### config.mk
export PLATFORM = sky130hd
export DESIGN_NAME = dual_slot_power_fault_control
export DESIGN_NICKNAME = d
export VERILOG_FILES = /design/src/pwr_pkg.sv /design/src/dual_slot_power_fault_control.sv
export SDC_FILE = /design/constraint.sdc
export NUM_CORES = 1
export LEC_CHECK = 0
export ABC_CLOCK_PERIOD_IN_PS = 2200
export BUFFER_PORTS_ARGS = -buffer_cell sky130_fd_sc_hd__buf_2
export CAP_MARGIN = 0
export CORE_MARGIN = 4
export CORE_UTILIZATION = 35
export DETAILED_ROUTE_END_ITERATION = 10
export SETUP_SLACK_MARGIN = 0.02
export SLEW_MARGIN = 20
export SYNTH_ARGS = -nofsm -noshare
export SYNTH_HDL_FRONTEND = slang
export SYNTH_SLANG_ARGS = --single-unit
### constraint.sdc
create_clock -name clk -period 2.2 [get_ports clk]
set_input_delay 0.44 -clock clk [delete_from_list [all_inputs] [get_ports clk]]
set_output_delay 0.44 -clock clk [all_outputs]
set_load 0.01 [all_outputs]
### src/pwr_pkg.sv
// Constants, register layout and sense carrier for the dual-slot power and fault control.
// Assumes a 40 MHz clock and an analog front end that delivers clean, synchronous flags.
package pwr_pkg;
   localparam int unsigned CLK_MHZ     = 40;
   localparam int unsigned POR_TIME_US = 500;
   localparam int unsigned POR_CYCLES  = POR_TIME_US * CLK_MHZ;
   localparam logic [15:0] FAULT_DELAY_CYCLES = 16'h0190;

   // Register indices; byte address is four times the index
   localparam logic [5:0] IDX_CTRL_A = 6'h02;
   localparam logic [5:0] IDX_CTRL_B = 6'h03;
   localparam logic [5:0] IDX_STAT_A = 6'h04;
   localparam logic [5:0] IDX_STAT_B = 6'h05;
   localparam logic [5:0] IDX_COMMON = 6'h06;

   // Slot control register fields
   localparam int CTRL_AUX_EN  = 0;
   localparam int CTRL_MAIN_EN = 1;
   localparam int CTRL_MAIN_PG = 6;
   localparam int CTRL_AUX_PG  = 7;

   // Slot status register fields, write one to clear
   localparam int STAT_MAIN_FLT = 0;
   localparam int STAT_AUX_FLT  = 1;
   localparam int STAT_OT_FLT   = 2;
   localparam int STAT_UV_FLT   = 3;
   localparam int STAT_W        = 4;

   // Common status register fields
   localparam int COM_FLT_A    = 0;
   localparam int COM_FLT_B    = 1;
   localparam int COM_DIE_OT   = 2;
   localparam int COM_INT_MASK = 7;

   localparam logic [7:0] RESET_BYTE  = 8'h00;
   localparam logic [1:0] RESP_OKAY   = 2'h0;
   localparam logic [1:0] RESP_SLVERR = 2'h2;

   // Per-slot flags from the analog front end
   typedef struct packed {
      logic [3:0] over_limit;
      logic [3:0] fast_trip;
      logic       aux_over_limit;
      logic       overtemp;
   } slot_sense_s;
endpackage

### src/dual_slot_power_fault_control.sv
// Turn-on, turn-off, breaker and fault reporting for two hot-plug slots, with AXI4-Lite registers.
// Assumes all inputs synchronous to clk; main_uv bit set means that input is below lockout.
//
// The register offsets and the AXI4-Lite interface to the registers were decided locally.
`timescale 1ns/1ps
module dual_slot_power_fault_control #(
   parameter int unsigned POR_CYCLES         = pwr_pkg::POR_CYCLES,
   parameter logic [15:0] FAULT_DELAY_CYCLES = pwr_pkg::FAULT_DELAY_CYCLES
) (
   // Clock and reset
   input  wire logic                      clk,
   input  wire logic                      resetn,
   // Supplies
   input  wire logic                      standby_supply,
   input  wire logic [3:0]                main_uv,
   // Hot-plug pins
   input  wire logic [1:0]                main_enable_pin,
   input  wire logic [1:0]                aux_enable_pin,
   // Analog flags
   input  wire pwr_pkg::slot_sense_s [1:0] slot_sense,
   input  wire logic                      die_overtemp_flag,
   // AXI4-Lite write
   input  wire logic [7:0]                awaddr,
   input  wire logic                      awvalid,
   output logic                           awready,
   input  wire logic [31:0]               wdata,
   input  wire logic [3:0]                wstrb,
   input  wire logic                      wvalid,
   output logic                           wready,
   output logic [1:0]                     bresp,
   output logic                           bvalid,
   input  wire logic                      bready,
   // AXI4-Lite read
   input  wire logic [7:0]                araddr,
   input  wire logic                      arvalid,
   output logic                           arready,
   output logic [31:0]                    rdata,
   output logic [1:0]                     rresp,
   output logic                           rvalid,
   input  wire logic                      rready,
   // Slot drive
   output logic [1:0]                     main_gate_ff,
   output logic [1:0]                     main_discharge_ff,
   output logic [1:0]                     aux_output_ff,
   output logic [1:0]                     aux_discharge_ff,
   output logic [1:0]                     fault_n_ff,
   output logic                           int_n_ff,
   output logic                           standby_mode_ff
);

   function automatic logic reg_mapped(input logic [7:0] addr);
      logic [5:0] idx;
      idx = addr[7:2];
      reg_mapped = (addr[1:0] == 2'h0) && (idx >= pwr_pkg::IDX_CTRL_A)
                   && (idx <= pwr_pkg::IDX_COMMON);
   endfunction

   logic [14:0] por_cnt_ff;
   logic        por_done_ff;
   logic [1:0]  main_bit_ff;
   logic [1:0]  aux_bit_ff;
   logic [1:0]  main_trip_ff;
   logic [1:0]  aux_trip_ff;
   logic [1:0]  ot_trip_ff;
   logic        die_trip_ff;
   logic [15:0] main_cnt_ff [2];
   logic [15:0] aux_cnt_ff [2];
   logic [pwr_pkg::STAT_W-1:0] stat_ff [2];
   logic        die_stat_ff;
   logic        mask_ff;

   logic [1:0]  main_req;
   logic [1:0]  aux_req;
   logic [1:0]  pin_mode;
   logic [1:0]  main_oc_expired;
   logic [1:0]  main_fast;
   logic [1:0]  uv_trip;
   logic [1:0]  main_trip_set;
   logic [1:0]  aux_trip_set;
   logic [1:0]  nxt_main_gate;
   logic [1:0]  nxt_aux_output;
   logic [1:0]  nxt_fault_n;
   logic [pwr_pkg::STAT_W-1:0] nxt_stat [2];
   logic [pwr_pkg::STAT_W-1:0] stat_clr [2];
   logic        nxt_die_stat;
   logic        nxt_mask;
   logic        uv_any;
   logic        wr_en;
   logic [5:0]  wr_idx;
   logic        wr_low;
   logic        rd_en;
   logic [5:0]  rd_idx;
   logic [7:0]  rd_byte;

   assign uv_any = |main_uv;
   assign wr_en  = awready && awvalid && wvalid;
   assign wr_idx = awaddr[7:2];
   assign wr_low = wstrb[0] && reg_mapped(awaddr);
   assign rd_en  = arready && arvalid;
   assign rd_idx = araddr[7:2];

   // Power-on reset interval after standby supply becomes valid
   always_ff @(posedge clk or negedge resetn) begin
      if (!resetn) begin
         por_cnt_ff  <= 15'h0000;
         por_done_ff <= 1'b0;
      end else if (!standby_supply) begin
         por_cnt_ff  <= 15'h0000;
         por_done_ff <= 1'b0;
      end else if (!por_done_ff) begin
         if (por_cnt_ff == 15'(POR_CYCLES - 1)) begin
            por_done_ff <= 1'b1;
         end
         por_cnt_ff <= por_cnt_ff + 15'h0001;
      end
   end

   // Trip conditions per slot
   always_comb begin
      for (int s = 0; s < 2; s++) begin
         main_req[s] = main_enable_pin[s] | main_bit_ff[s];
         aux_req[s]  = aux_enable_pin[s] | aux_bit_ff[s];
         pin_mode[s] = main_enable_pin[s] | aux_enable_pin[s];
         main_oc_expired[s] = main_gate_ff[s] && (|slot_sense[s].over_limit)
                              && (main_cnt_ff[s] == FAULT_DELAY_CYCLES - 16'h0001);
         main_fast[s] = main_gate_ff[s] && (|slot_sense[s].fast_trip);
         uv_trip[s]   = main_req[s] && uv_any;
         main_trip_set[s] = main_oc_expired[s] || main_fast[s] || uv_trip[s];
         aux_trip_set[s]  = aux_output_ff[s] && slot_sense[s].aux_over_limit
                            && (aux_cnt_ff[s] == FAULT_DELAY_CYCLES - 16'h0001);
         nxt_main_gate[s] = main_req[s] && !uv_any && !main_trip_ff[s] && !main_trip_set[s]
                            && !ot_trip_ff[s] && !slot_sense[s].overtemp
                            && !die_trip_ff && !die_overtemp_flag;
         nxt_aux_output[s] = aux_req[s] && !aux_trip_ff[s] && !aux_trip_set[s]
                             && !ot_trip_ff[s] && !slot_sense[s].overtemp
                             && !die_trip_ff && !die_overtemp_flag;
         nxt_fault_n[s] = !((pin_mode[s] && (main_trip_ff[s] || main_trip_set[s]
                             || aux_trip_ff[s] || aux_trip_set[s]))
                            || ot_trip_ff[s] || slot_sense[s].overtemp);
      end
   end

   // Fault delay counters restart when the overload goes away
   always_ff @(posedge clk or negedge resetn) begin
      if (!resetn) begin
         main_cnt_ff <= '{default: 16'h0000};
         aux_cnt_ff  <= '{default: 16'h0000};
      end else begin
         for (int s = 0; s < 2; s++) begin
            if (main_gate_ff[s] && (|slot_sense[s].over_limit) && !main_oc_expired[s]) begin
               main_cnt_ff[s] <= main_cnt_ff[s] + 16'h0001;
            end else begin
               main_cnt_ff[s] <= 16'h0000;
            end
            if (aux_output_ff[s] && slot_sense[s].aux_over_limit && !aux_trip_set[s]) begin
               aux_cnt_ff[s] <= aux_cnt_ff[s] + 16'h0001;
            end else begin
               aux_cnt_ff[s] <= 16'h0000;
            end
         end
      end
   end

   // Breaker latches; a new trip wins over the release
   always_ff @(posedge clk or negedge resetn) begin
      if (!resetn) begin
         main_trip_ff <= 2'h0;
         aux_trip_ff  <= 2'h0;
         ot_trip_ff   <= 2'h0;
         die_trip_ff  <= 1'b0;
      end else if (!por_done_ff) begin
         main_trip_ff <= 2'h0;
         aux_trip_ff  <= 2'h0;
         ot_trip_ff   <= 2'h0;
         die_trip_ff  <= 1'b0;
      end else begin
         for (int s = 0; s < 2; s++) begin
            if (main_trip_set[s]) begin
               main_trip_ff[s] <= 1'b1;
            end else if (!main_req[s]) begin
               main_trip_ff[s] <= 1'b0;
            end
            if (aux_trip_set[s]) begin
               aux_trip_ff[s] <= 1'b1;
            end else if (!aux_req[s]) begin
               aux_trip_ff[s] <= 1'b0;
            end
            if (slot_sense[s].overtemp) begin
               ot_trip_ff[s] <= 1'b1;
            end else if (!main_req[s] && !aux_req[s]) begin
               ot_trip_ff[s] <= 1'b0;
            end
         end
         if (die_overtemp_flag) begin
            die_trip_ff <= 1'b1;
         end else if (main_req == 2'h0 && aux_req == 2'h0) begin
            die_trip_ff <= 1'b0;
         end
      end
   end

   // Output drive
   always_ff @(posedge clk or negedge resetn) begin
      if (!resetn) begin
         main_gate_ff      <= 2'h0;
         main_discharge_ff <= 2'h3;
         aux_output_ff     <= 2'h0;
         aux_discharge_ff  <= 2'h3;
         fault_n_ff        <= 2'h3;
         standby_mode_ff   <= 1'b0;
      end else if (!por_done_ff) begin
         main_gate_ff      <= 2'h0;
         main_discharge_ff <= 2'h3;
         aux_output_ff     <= 2'h0;
         aux_discharge_ff  <= 2'h3;
         fault_n_ff        <= 2'h3;
         standby_mode_ff   <= 1'b0;
      end else begin
         main_gate_ff      <= nxt_main_gate;
         main_discharge_ff <= ~nxt_main_gate;
         aux_output_ff     <= nxt_aux_output;
         aux_discharge_ff  <= ~nxt_aux_output;
         fault_n_ff        <= nxt_fault_n;
         standby_mode_ff   <= uv_any;
      end
   end

   // Status next state; set wins over write-one-to-clear
   always_comb begin
      for (int s = 0; s < 2; s++) begin
         stat_clr[s] = '0;
         if (wr_en && wr_low && wr_idx == (s == 0 ? pwr_pkg::IDX_STAT_A : pwr_pkg::IDX_STAT_B)) begin
            stat_clr[s] = wdata[pwr_pkg::STAT_W-1:0];
         end
         if (wr_en && wr_low && wr_idx == pwr_pkg::IDX_COMMON
             && wdata[s == 0 ? pwr_pkg::COM_FLT_A : pwr_pkg::COM_FLT_B]) begin
            stat_clr[s] = '1;
         end
         nxt_stat[s] = stat_ff[s] & ~stat_clr[s];
         if ((main_oc_expired[s] || main_fast[s]) && !main_trip_ff[s]) begin
            nxt_stat[s][pwr_pkg::STAT_MAIN_FLT] = 1'b1;
         end
         if (uv_trip[s] && !main_trip_ff[s]) begin
            nxt_stat[s][pwr_pkg::STAT_UV_FLT] = 1'b1;
         end
         if (aux_trip_set[s] && !aux_trip_ff[s]) begin
            nxt_stat[s][pwr_pkg::STAT_AUX_FLT] = 1'b1;
         end
         if (slot_sense[s].overtemp && !ot_trip_ff[s]) begin
            nxt_stat[s][pwr_pkg::STAT_OT_FLT] = 1'b1;
         end
      end
      nxt_die_stat = die_stat_ff;
      nxt_mask     = mask_ff;
      if (wr_en && wr_low && wr_idx == pwr_pkg::IDX_COMMON) begin
         nxt_mask = wdata[pwr_pkg::COM_INT_MASK];
         if (wdata[pwr_pkg::COM_DIE_OT]) begin
            nxt_die_stat = 1'b0;
         end
      end
      if (die_overtemp_flag && !die_trip_ff) begin
         nxt_die_stat = 1'b1;
      end
   end

   // Status, mask and interrupt
   always_ff @(posedge clk or negedge resetn) begin
      if (!resetn) begin
         stat_ff     <= '{default: '0};
         die_stat_ff <= 1'b0;
         mask_ff     <= 1'b0;
         int_n_ff    <= 1'b1;
      end else if (!por_done_ff) begin
         stat_ff     <= '{default: '0};
         die_stat_ff <= 1'b0;
         mask_ff     <= 1'b0;
         int_n_ff    <= 1'b1;
      end else begin
         stat_ff     <= nxt_stat;
         die_stat_ff <= nxt_die_stat;
         mask_ff     <= nxt_mask;
         int_n_ff    <= !((|nxt_stat[0] || |nxt_stat[1] || nxt_die_stat) && !nxt_mask);
      end
   end

   // Control register enable bits
   always_ff @(posedge clk or negedge resetn) begin
      if (!resetn) begin
         main_bit_ff <= 2'h0;
         aux_bit_ff  <= 2'h0;
      end else if (!por_done_ff) begin
         main_bit_ff <= 2'h0;
         aux_bit_ff  <= 2'h0;
      end else if (wr_en && wr_low) begin
         if (wr_idx == pwr_pkg::IDX_CTRL_A) begin
            main_bit_ff[0] <= wdata[pwr_pkg::CTRL_MAIN_EN];
            aux_bit_ff[0]  <= wdata[pwr_pkg::CTRL_AUX_EN];
         end
         if (wr_idx == pwr_pkg::IDX_CTRL_B) begin
            main_bit_ff[1] <= wdata[pwr_pkg::CTRL_MAIN_EN];
            aux_bit_ff[1]  <= wdata[pwr_pkg::CTRL_AUX_EN];
         end
      end
   end

   // Read data selection
   always_comb begin
      rd_byte = pwr_pkg::RESET_BYTE;
      case (rd_idx)
         pwr_pkg::IDX_CTRL_A, pwr_pkg::IDX_CTRL_B: begin
            // Odd index is slot B
            rd_byte[pwr_pkg::CTRL_MAIN_EN] = main_bit_ff[rd_idx[0]];
            rd_byte[pwr_pkg::CTRL_AUX_EN]  = aux_bit_ff[rd_idx[0]];
            rd_byte[pwr_pkg::CTRL_MAIN_PG] = main_gate_ff[rd_idx[0]];
            rd_byte[pwr_pkg::CTRL_AUX_PG]  = aux_output_ff[rd_idx[0]];
         end
         pwr_pkg::IDX_STAT_A: rd_byte[pwr_pkg::STAT_W-1:0] = stat_ff[0];
         pwr_pkg::IDX_STAT_B: rd_byte[pwr_pkg::STAT_W-1:0] = stat_ff[1];
         pwr_pkg::IDX_COMMON: begin
            rd_byte[pwr_pkg::COM_FLT_A]    = |stat_ff[0];
            rd_byte[pwr_pkg::COM_FLT_B]    = |stat_ff[1];
            rd_byte[pwr_pkg::COM_DIE_OT]   = die_stat_ff;
            rd_byte[pwr_pkg::COM_INT_MASK] = mask_ff;
         end
         default: rd_byte = pwr_pkg::RESET_BYTE;
      endcase
   end

   // AXI4-Lite write channel: address and data taken together
   always_ff @(posedge clk or negedge resetn) begin
      if (!resetn) begin
         awready <= 1'b0;
         wready  <= 1'b0;
         bvalid  <= 1'b0;
         bresp   <= pwr_pkg::RESP_OKAY;
      end else begin
         awready <= awvalid && wvalid && !awready && !bvalid;
         wready  <= awvalid && wvalid && !awready && !bvalid;
         if (wr_en) begin
            bvalid <= 1'b1;
            bresp  <= reg_mapped(awaddr) ? pwr_pkg::RESP_OKAY : pwr_pkg::RESP_SLVERR;
         end else if (bready) begin
            bvalid <= 1'b0;
         end
      end
   end

   // AXI4-Lite read channel
   always_ff @(posedge clk or negedge resetn) begin
      if (!resetn) begin
         arready <= 1'b0;
         rvalid  <= 1'b0;
         rdata   <= 32'h0000_0000;
         rresp   <= pwr_pkg::RESP_OKAY;
      end else begin
         arready <= arvalid && !arready && !rvalid;
         if (rd_en) begin
            rvalid <= 1'b1;
            rdata  <= {24'h000000, reg_mapped(araddr) ? rd_byte : pwr_pkg::RESET_BYTE};
            rresp  <= reg_mapped(araddr) ? pwr_pkg::RESP_OKAY : pwr_pkg::RESP_SLVERR;
         end else if (rready) begin
            rvalid <= 1'b0;
         end
      end
   end
endmodule // dual_slot_power_fault_control

==> results of run 1 <==
## power breakdown
part,total [W],switching (W),internal [W]
Clock,0.00300,0.00104,0.00196
Sequential,0.00233,0.00000934,0.00232
Combinational,0.000271,0.000167,0.000104
Total,0.00560,0.00121,0.00438
## cells by family (layout without fill, tap and decap cells)
kind of cell | after synthesis | count (layout) | share of synthesized area (%)
fa+ha+maj | 5 | 5 | 0.987
xor+xnor | 59 | 59 | 8.15
simple gates | 296 | 296 | 24.9
compound gates | 89 | 89 | 8.76
flops | 125 | 125 | 49.5
other cells | 1 | 29 | 0.0591
buf+inv | 64 | 181 | 5.51
mux | 13 | 13 | 2.13
## how the worst max path moves through the flow
stage,start,end,slack (ns),cells after the start
after CTS,awaddr[1],int_n_ff$_DFF_PN1_,-0.05,7
final,awaddr[1],int_n_ff$_DFF_PN1_,0.03,7
after floorplan,awaddr[6],int_n_ff$_DFF_PN1_,-0.36,6
after global routing,main_cnt_ff[0]$_DFF_PN0_,int_n_ff$_DFF_PN1_,-0.04,7
after global placement,awaddr[6],int_n_ff$_DFF_PN1_,-0.52,7
after detailed placement,awaddr[6],int_n_ff$_DFF_PN1_,-0.55,7
## stage by stage
stage | TNS (ns) | util [%] | total power (W) | hold WS [ns]
6_report | 0 | 45.1 | 0.00560 | 0.196
4_1_cts | -0.0521 | 44.9 | 0.00566 | 0.178
3_3_place_gp | -0.645 | 41.0 | 0.00263 | 0.349
3_5_place_dp | -0.727 | 41.0 | 0.00264 | 0.346
5_1_grt | -0.0351 | 45.1 | 0.00580 | 0.187
2_1_floorplan | -0.365 | - | 0.00251 | 0.144
## worst max-delay path: stages
cell and delay, ns:
buf_6 0.09, or4_4 0.56, or4_4 0.47, o21ai_2 0.14, o21ai_2 0.07, or4_1 0.52
o311ai_2 0.22
## synth_stat cells, drive strengths merged, types with 11 or more instances
cell type and number:
nand3 31, buf 31, o21ai 34, xor2 25, inv 22, a21oi 21
clkbuf 11, nor2b 11, nand2 43, nor3 13, and3 14, xnor2 34
and2 29, dfrtp 118, nor2 78, nand4 15, or3 14
## what timing repair did
| item | in CTS | in global routing |
|---|---|---|
| setup endpoints to repair | 1 | 1 |
| hold endpoints to repair | 18 | 0 |
| hold buffers | 1 | 0 |
| setup buffers | 0 | 2 |
| pin swaps | 4 | 3 |
| resized for setup | 3 | 6 |
| cloned | 0 | 0 |
## state kept, by name, summed over array words and instances (netlist names), 2 cells and up
| signal | cells |
|---|---|
| aux_cnt_ff | 32 |
| main_cnt_ff | 32 |
| por_cnt_ff | 15 |
| stat_ff | 8 |
| rdata | 6 |
| aux_bit_ff | 2 |
| aux_discharge_ff | 2 |
| aux_output_ff | 2 |
| aux_trip_ff | 2 |
| fault_n_ff | 2 |
| main_bit_ff | 2 |
| main_discharge_ff | 2 |
| main_gate_ff | 2 |
| main_trip_ff | 2 |
| ot_trip_ff | 2 |
## final cells by class
| class | count | area [µm²] | area share (%) |
|---|---|---|---|
| Timing Repair Buffer | 127 | 769 | 9.74 |
| Inverter | 22 | 82.6 | 1.05 |
| Tap cell | 225 | 282 | 3.56 |
| Clock buffer | 19 | 453 | 5.73 |
| Antenna cell | 1 | 2.50 | 0.0317 |
| Multi-Input combinational cell | 490 | 2990 | 37.8 |
| Clock inverter | 13 | 189 | 2.39 |
| Sequential cell | 125 | 3140 | 39.7 |
## placed cells by master, fill, tap and decap left out, types with 11 or more instances in the layout
| cell | count |
|---|---|
| a21oi_1 | 21 |
| and2_1 | 28 |
| and3_1 | 13 |
| buf_2 | 81 |
| buf_4 | 43 |
| clkbuf_16 | 17 |
| conb_1 | 28 |
| dfrtp_1 | 118 |
| inv_1 | 22 |
| nand2_1 | 43 |
| nand3_1 | 30 |
| nand4_1 | 15 |
| nor2_1 | 77 |
| nor2b_1 | 11 |
| nor3_1 | 13 |
| o21ai_0 | 29 |
| or3_1 | 14 |
| xnor2_1 | 34 |
| xor2_1 | 25 |
## metal layers
metal / up-vias / wire length [µm]
met1: 2384 / 6770
li1: 2499 / -
met2: 125 / 7200
met5: - / 19
met4: 4 / 266
met3: 21 / 776
==> run metrics, run 1 <==
Final Hold Vio Count=0; Max-slew headroom=66.3%; area leader, netlist=dfrtp_1; sequential-to-total area share from yosys stat=49.5%; Final Setup Violations=0; CTS tree=done; initial antenna violation count=3; Critical Path RT=2.52 ns; routed wire length per instance=14.7 µm; Leakage=3.48 nW; FMAX=460 MHz; pre-CTS setup slack=-0.552 ns; TritonRoute pass-1 iters=4; Worst-Skew Late Latency=0.42 ns; CTS buffer count=17; worst-case clock skew=0.00862 ns; first-pass GRT wire length=24600 µm; dpl cells=986; Synth Flop Type=dfrtp_1; GRT Residual Overflow=0; r2r endpoint=int_n_ff$_DFF_PN1_; GRT busiest layer=met2; synth top area cells=dfrtp_1, xnor2_1, nor2_1, xor2_1, buf_4; outcome=finished clean; fin crit share=98.7%; CP startpoint kind=input port; Filler Cell Count=1718; nature of the critical path endpoint=flip-flop; Longest Clk Path Bufs=2; share of cells above drive strength 1=22.6%; hold_sp=bready; Clock Sinks=125; Final Non-Filler Cells=1022; Total GRT Usage=15.2%; Final WS setup=0.0276 ns; WHS Path Cells=2; worst r2r src=main_cnt_ff[0]$_DFF_PN0_; vias per cell=4.92; met3 usage=3.66%; Setup CP Type=in2reg; die width=143 µm; Final #Nets=877; Crit Path Max Fanout=4; Post-Syn Area=6340 µm²; top cell type's share of synthesized area=46.6%; Yosys cell types=53; clock transition at the registers of the reported paths=0.05 ns; starting DRC count in detailed routing=172; Die ar.=20300 µm²; max_cap viols=0; Post-DP HPWL=11300 µm; via count=5033; Site Rows=48; Post-synth EDFFs=0; min-delay worst type=in2reg; Residual DRC=0; WHS Endpoint=bvalid$_DFFE_PN0P_; Mapped Cells=652; Syn-to-layout area delta=24.6%; CP arrival=2.49 ns; Routed Antenna Nets=0; largest net degree at the start of global routing=62; Power Density=708 nW/µm²; core area=17500 µm²; worst ir drop on vdd=0.586 mV; Top Ports=142; grt met2 use=24.3%; WL final=15000 µm; CTS root buf=clkbuf_16; RSZ-0062 raised after global routing=yes; Initial Util=36.2%; post-synthesis async set-or-reset flop share=100%; vias in the first global route=4926; max-slew violation count=0; met1 Usage GRT=20.2%; Syn Area/Cell=9.72 µm²; port bufs=83; minimum clock period=2.17 ns; Worst R2R Path Depth=7; post-route cell area=7900 µm²; GP Congestion=0.840; Synth Register Bits=125; R2R setup slack=0.06 ns; Tightest Pin Transition=0.505 ns; DP Area=7190 µm²; CTS H-tree lvls=4; die height=143 µm; Yosys warning total=0
(Power assumes the default switching activity.)
==> run 2: changes to the inputs <==
--- a/config.mk
+++ b/config.mk
@@ -7,9 +7,10 @@
 export LEC_CHECK = 0
 export ABC_CLOCK_PERIOD_IN_PS = 2200
 export BUFFER_PORTS_ARGS = -buffer_cell sky130_fd_sc_hd__buf_2
-export CAP_MARGIN = 0
+export CAP_MARGIN = 10
 export CORE_MARGIN = 4
 export CORE_UTILIZATION = 35
+export CTS_BUF_LIST = sky130_fd_sc_hd__clkbuf_16
 export DETAILED_ROUTE_END_ITERATION = 10
 export SETUP_SLACK_MARGIN = 0.02
 export SLEW_MARGIN = 20
==> constraint.sdc (replaced) <==
create_clock -name clk -period 2.2 [get_ports clk]
set_input_delay 0.44 -clock clk [delete_from_list [all_inputs] [get_ports clk]]
set_output_delay 0.44 -clock clk [all_outputs]
set_load 0.1 [all_outputs]
==> run metrics, run 2 (synthesis gave the netlist of run 1 again) <==
outcome=finished with violations; failing checks=setup timing; TritonRoute pass-1 iters=4; Pwr Total=0.00562 W; r2r endpoint=int_n_ff$_DFF_PN1_; max_cap viols=0; GP Congestion=0.818; worst r2r src=main_cnt_ff[1]$_DFF_PN0_; Total GRT Usage=15.0%; Worst-Skew Late Latency=0.42 ns; nature of the critical path endpoint=flip-flop; most frequent standard cell in the layout excluding fill and tap cells=dfrtp_1; RSZ-0062 raised after global routing=yes; Worst R2R Path Depth=7; Top cell by count, worst path=or4_4; Final WS setup=-0.0263 ns; worst path cell trace=buf_2 -> or4_4 -> nor4_4 -> nand2_1 -> a221o_1 -> or4_4 -> o311ai_4; routed wire length per instance=14.5 µm; Crit-path slowest cell=or4_4; core area=17500 µm²; Critical Path RT=2.53 ns; fin crit share=101%; Syn-to-layout area delta=23.4%; min-delay worst type=in2reg; CTS root buf=clkbuf_16; CTS tree=done; dpl cells=983; CTS H-tree lvls=4; Clock Sinks=125; most frequent cells in the layout=dfrtp_1, buf_2, nor2_1; Final Non-Filler Cells=1018; minimum clock period=2.23 ns; CTS buffer count=17; Final Setup Violations=1; WHS Endpoint=bvalid$_DFFE_PN0P_; share of cells above drive strength 1=22.0%; Leakage=3.45 nW; vias in the first global route=4764; vias per cell=4.83; Crit Path Max Fanout=3; M1 wire length=6790 µm; port bufs=83; Setup CP Type=in2reg; GRT Residual Overflow=0; Longest Clk Path Bufs=2; top flop regs=aux_cnt_ff (32), main_cnt_ff (32), por_cnt_ff (15); worst ir drop on vdd=0.709 mV; Initial Util=36.2%; Residual DRC=0; CP arrival=2.56 ns; WL final=14800 µm; initial antenna violation count=3; Power Density=718 nW/µm²; WHS Path Cells=2; max-slew violation count=0; worst-case clock skew=0.00627 ns; Slowest Stage Delay on Critical Path=0.56 ns; Buf/Inv on CP=1; Top Ports=142; Final #Nets=873; die height=143 µm; largest net degree at the start of global routing=45; Tightest Pin Transition=0.531 ns; hold_sp=bready; WL met3=692 µm; clock transition at the registers of the reported paths=0.05 ns; starting DRC count in detailed routing=253; Routed Antenna Nets=0; first-pass GRT wire length=24100 µm; Site Rows=48; die width=143 µm; R2R setup slack=-0.01 ns; Top delay family on crit path=simple AND/OR/NAND/NOR gates; Die ar.=20300 µm²; Post-DP HPWL=11000 µm; Max-slew headroom=64.6%; CP startpoint kind=input port; FMAX=449 MHz; metal2 WL=7010 µm; Final Hold Vio Count=0; top sig layer=met5; via count=4917
-- run 2: changes by cell type in the layout (fill, tap and decap cells not counted), sizes merged --
cell	previous run	this run
buf	126	122
bufinv	4	3
clkbuf	19	17
clkinv	6	11
clkinvlp	2	1
inv	23	22
-- run 2: layout make-up --
type	count	area, µm²
multi-input combinational	490	2990
clock inverter	15	154
tap	225	282
timing repair buffer	123	746
antenna	1	2.50
sequential	125	3140
inverter	22	82.6
fill	1714	9710
clock buffer	17	425
-- run 2: how the worst max path moves through the flow --
| stage | from | endpoint | slack [ns] | cells after the start |
|---|---|---|---|---|
| after detailed placement | awaddr[6] | int_n_ff$_DFF_PN1_ | -0.56 | 7 |
| after global placement | awaddr[6] | int_n_ff$_DFF_PN1_ | -0.53 | 7 |
| after global routing | main_cnt_ff[1]$_DFF_PN0_ | int_n_ff$_DFF_PN1_ | -0.13 | 7 |
| final | awaddr[1] | int_n_ff$_DFF_PN1_ | -0.03 | 7 |
| after floorplan | awaddr[6] | int_n_ff$_DFF_PN1_ | -0.36 | 6 |
| after CTS | awaddr[1] | int_n_ff$_DFF_PN1_ | -0.03 | 7 |
-- run 2: where the power goes --
group / switching (W) / internal, W
Clock: 0.00100 / 0.00175
Combinational: 0.000433 / 0.000104
Sequential: 0.00000959 / 0.00232
-- run 2: repair_timing --
action / in CTS / in global routing
buffers inserted: 0 / 1
endpoints found under the hold margin: 10 / 0
gates resized for setup: 2 / 6
hold buffers: 1 / 0
pin swaps: 6 / 6
endpoints found under the setup margin: 1 / 1
-- run 2: stage by stage --
| step | util [%] | TNS (ns) | area, µm² | hold slack [ns] | setup WS [ns] |
|---|---|---|---|---|---|
| final | 44.6 | -0.0263 | 7820 | 0.209 | -0.0263 |
| after global routing | 44.6 | -0.126 | 7820 | 0.195 | -0.126 |
| after CTS | 44.4 | -0.0294 | 7790 | 0.197 | -0.0294 |
| after detailed placement | 41.0 | -0.718 | 7190 | 0.316 | -0.555 |
| after global placement | 41.0 | -0.776 | 7190 | 0.321 | -0.530 |
| after floorplan | - | -0.365 | 6440 | 0.144 | -0.365 |
-- run 2: routing by layer --
layer | vias to the layer above | GRT usage, %
li1 | 2475 | -
met1 | 2321 | 19.8
met2 | 94 | 23.4
met3 | 23 | 4.33
met4 | 4 | 5.75
met5 | - | 0
==> run 3: changes to the inputs <==
--- a/config.mk
+++ b/config.mk
@@ -8,10 +8,14 @@
 export ABC_CLOCK_PERIOD_IN_PS = 2200
 export BUFFER_PORTS_ARGS = -buffer_cell sky130_fd_sc_hd__buf_2
 export CAP_MARGIN = 10
+export CELL_PAD_IN_SITES_DETAIL_PLACEMENT = 1
+export CELL_PAD_IN_SITES_GLOBAL_PLACEMENT = 1
 export CORE_MARGIN = 4
 export CORE_UTILIZATION = 35
 export CTS_BUF_LIST = sky130_fd_sc_hd__clkbuf_16
 export DETAILED_ROUTE_END_ITERATION = 10
+export PLACE_DENSITY_LB_ADDON = 0.1
+export REMOVE_ABC_BUFFERS = 1
 export SETUP_SLACK_MARGIN = 0.02
 export SLEW_MARGIN = 20
 export SYNTH_ARGS = -nofsm -noshare
==> run metrics, run 3 (synthesis gave the netlist of run 1 again) <==
Max-slew headroom=64.7%; most frequent standard cell in the layout excluding fill and tap cells=dfrtp_1; Clk pwr share=47.4%; Comb pwr share=9.9%; Buf/Inv on CP=1; Residual DRC=0; Initial Util=36.2%; max-slew violation count=0; Final Setup Violations=1; Site Rows=48; min-delay worst type=in2async; minimum clock period=2.26 ns; top flop regs=aux_cnt_ff (32), main_cnt_ff (32), por_cnt_ff (15); FMAX=442 MHz; failing checks=setup timing; P_sw=0.00142 W; Die ar.=20300 µm²; max_cap viols=0; r2r endpoint=int_n_ff$_DFF_PN1_; die height=143 µm; Top Ports=142; Total GRT Usage=17.0%; Setup CP Type=in2reg; Routed Antenna Nets=0; CTS buffer count=17; first-pass GRT wire length=27600 µm; die width=143 µm; R2R setup slack=-0.02 ns; initial antenna violation count=1; CTS tree=done; GP Congestion=0.824; Finished Core Util=44.5%; Tightest Pin Transition=0.530 ns; Pint=0.00404 W; Final #Nets=875; Worst R2R Path Depth=7; hold buffer count at CTS=0; worst hold slack=0.00847 ns; core area=17500 µm²; Critical Path RT=2.52 ns; Seq pwr share=42.6%; worst ir drop on vdd=0.506 mV; Leakage=3.45 nW; Top delay family on crit path=simple AND/OR/NAND/NOR gates; share of cells above drive strength 1=21.4%; worst-case clock skew=0.00696 ns; worst r2r src=main_cnt_ff[0]$_DFF_PN0_; CTS H-tree lvls=4; Final Non-Filler Cells=1020; switching portion of total power=26.0%; Post-DP HPWL=12900 µm; Power Density=700 nW/µm²; vias in the first global route=5493; Clock Sinks=125; Crit-path slowest cell=or4_4; largest net degree at the start of global routing=52; clock transition at the registers of the reported paths=0.05 ns; vias per cell=5.03; WL final=16700 µm; routed wire length per instance=16.3 µm; Final Hold Vio Count=0; Filler Cell Count=2038; Final WS setup=-0.0643 ns; Syn-to-layout area delta=23.0%; CP arrival=2.58 ns; port bufs=83; starting DRC count in detailed routing=148; GRT Residual Overflow=0; worst path cell trace=buf_6 -> or4_4 -> nor4_4 -> nand2_1 -> a221o_1 -> or4_4 -> o311ai_4; Worst-Skew Late Latency=0.41 ns; Crit Path Max Fanout=3; dpl cells=985; fin crit share=103%; via count=5131; Longest Clk Path Bufs=2; TritonRoute pass-1 iters=4; CP startpoint kind=input port; RSZ-0062 raised after global routing=yes; outcome=finished with violations; CTS root buf=clkbuf_16; Top cell by count, worst path=or4_4; most frequent cells in the layout=dfrtp_1, buf_2, nor2_1; Slowest Stage Delay on Critical Path=0.56 ns; nature of the critical path endpoint=flip-flop
[run 3: cell count changes in the layout (fill, tap and decap cells not counted), sizes merged]
cell | before | now
bufinv | 3 | 2
clkinvlp | 1 | 0
dlygate4sd3 | 1 | 0
clkinv | 11 | 9
inv | 22 | 26
buf | 122 | 125
[run 3: metal layers]
metal  vias to the layer above  track usage [%]  share of wire [%]
met1                      2537             21.6                 45
met2                        89             28.8                 50
met3                        19             3.73                3.8
met4                         2             5.80                1.6
li1                       2484                -                  -
met5                         -                0              0.042
[run 3: area by class of cell]
class | count | area, µm² | share of cell area [%]
diodes | 1 | 2.50 | 0.0321
clock buffers | 17 | 425 | 5.45
clock inverters | 15 | 115 | 1.48
inverters | 22 | 82.6 | 1.06
multi-input cells | 490 | 2990 | 38.4
flip-flops and latches | 125 | 3140 | 40.2
well taps | 225 | 282 | 3.61
repair buffers | 125 | 764 | 9.80
[run 3: worst max path at each step]
stage	from	endpoint	depth (start not counted)
floorplan	wready$_DFF_PN0_	int_n_ff$_DFF_PN1_	6
global placement	awaddr[6]	int_n_ff$_DFF_PN1_	7
detailed placement	awaddr[6]	int_n_ff$_DFF_PN1_	7
CTS	main_cnt_ff[0]$_DFF_PN0_	int_n_ff$_DFF_PN1_	7
global route	awaddr[1]	int_n_ff$_DFF_PN1_	7
finish	awaddr[1]	int_n_ff$_DFF_PN1_	7
[run 3: per-stage QoR]
step | setup TNS (ns) | cell area [µm²] | setup slack, ns | total power, W
finish | -0.0643 | 7800 | -0.0643 | 0.00546
floorplan | -9.41 | 6170 | -1.33 | 0.00272
CTS | -0.0384 | 7790 | -0.0384 | 0.00554
detailed placement | -1.02 | 7200 | -0.595 | 0.00291
global placement | -0.739 | 7200 | -0.565 | 0.00290
global route | -0.0980 | 7800 | -0.0980 | 0.00569
[run 3: power groups by stage]
stage | registers (W) | clock network [W] | logic [W]
2_1_floorplan | 0.00245 | 0 | 0.000268
3_3_place_gp | 0.00237 | 0 | 0.000534
3_5_place_dp | 0.00237 | 0 | 0.000542
4_1_cts | 0.00233 | 0.00267 | 0.000547
5_1_grt | 0.00233 | 0.00278 | 0.000580
6_report | 0.00233 | 0.00259 | 0.000542
[run 3: what timing repair did]
item | CTS | global route
gates resized for setup | 8 | 1
buffers inserted | 2 | 0
setup endpoints to repair | 1 | 1
pin swaps | 11 | 1
[run 3: worst reg2reg max path, stage by stage, from the launching register on]
cell and delay (ns):
dfrtp_1 0.39, ha_2 0.18, and3_4 0.18, nand4_1 0.16, nor2_2 0.07, a221o_1 0.33
or4_4 0.56, o311ai_4 0.26
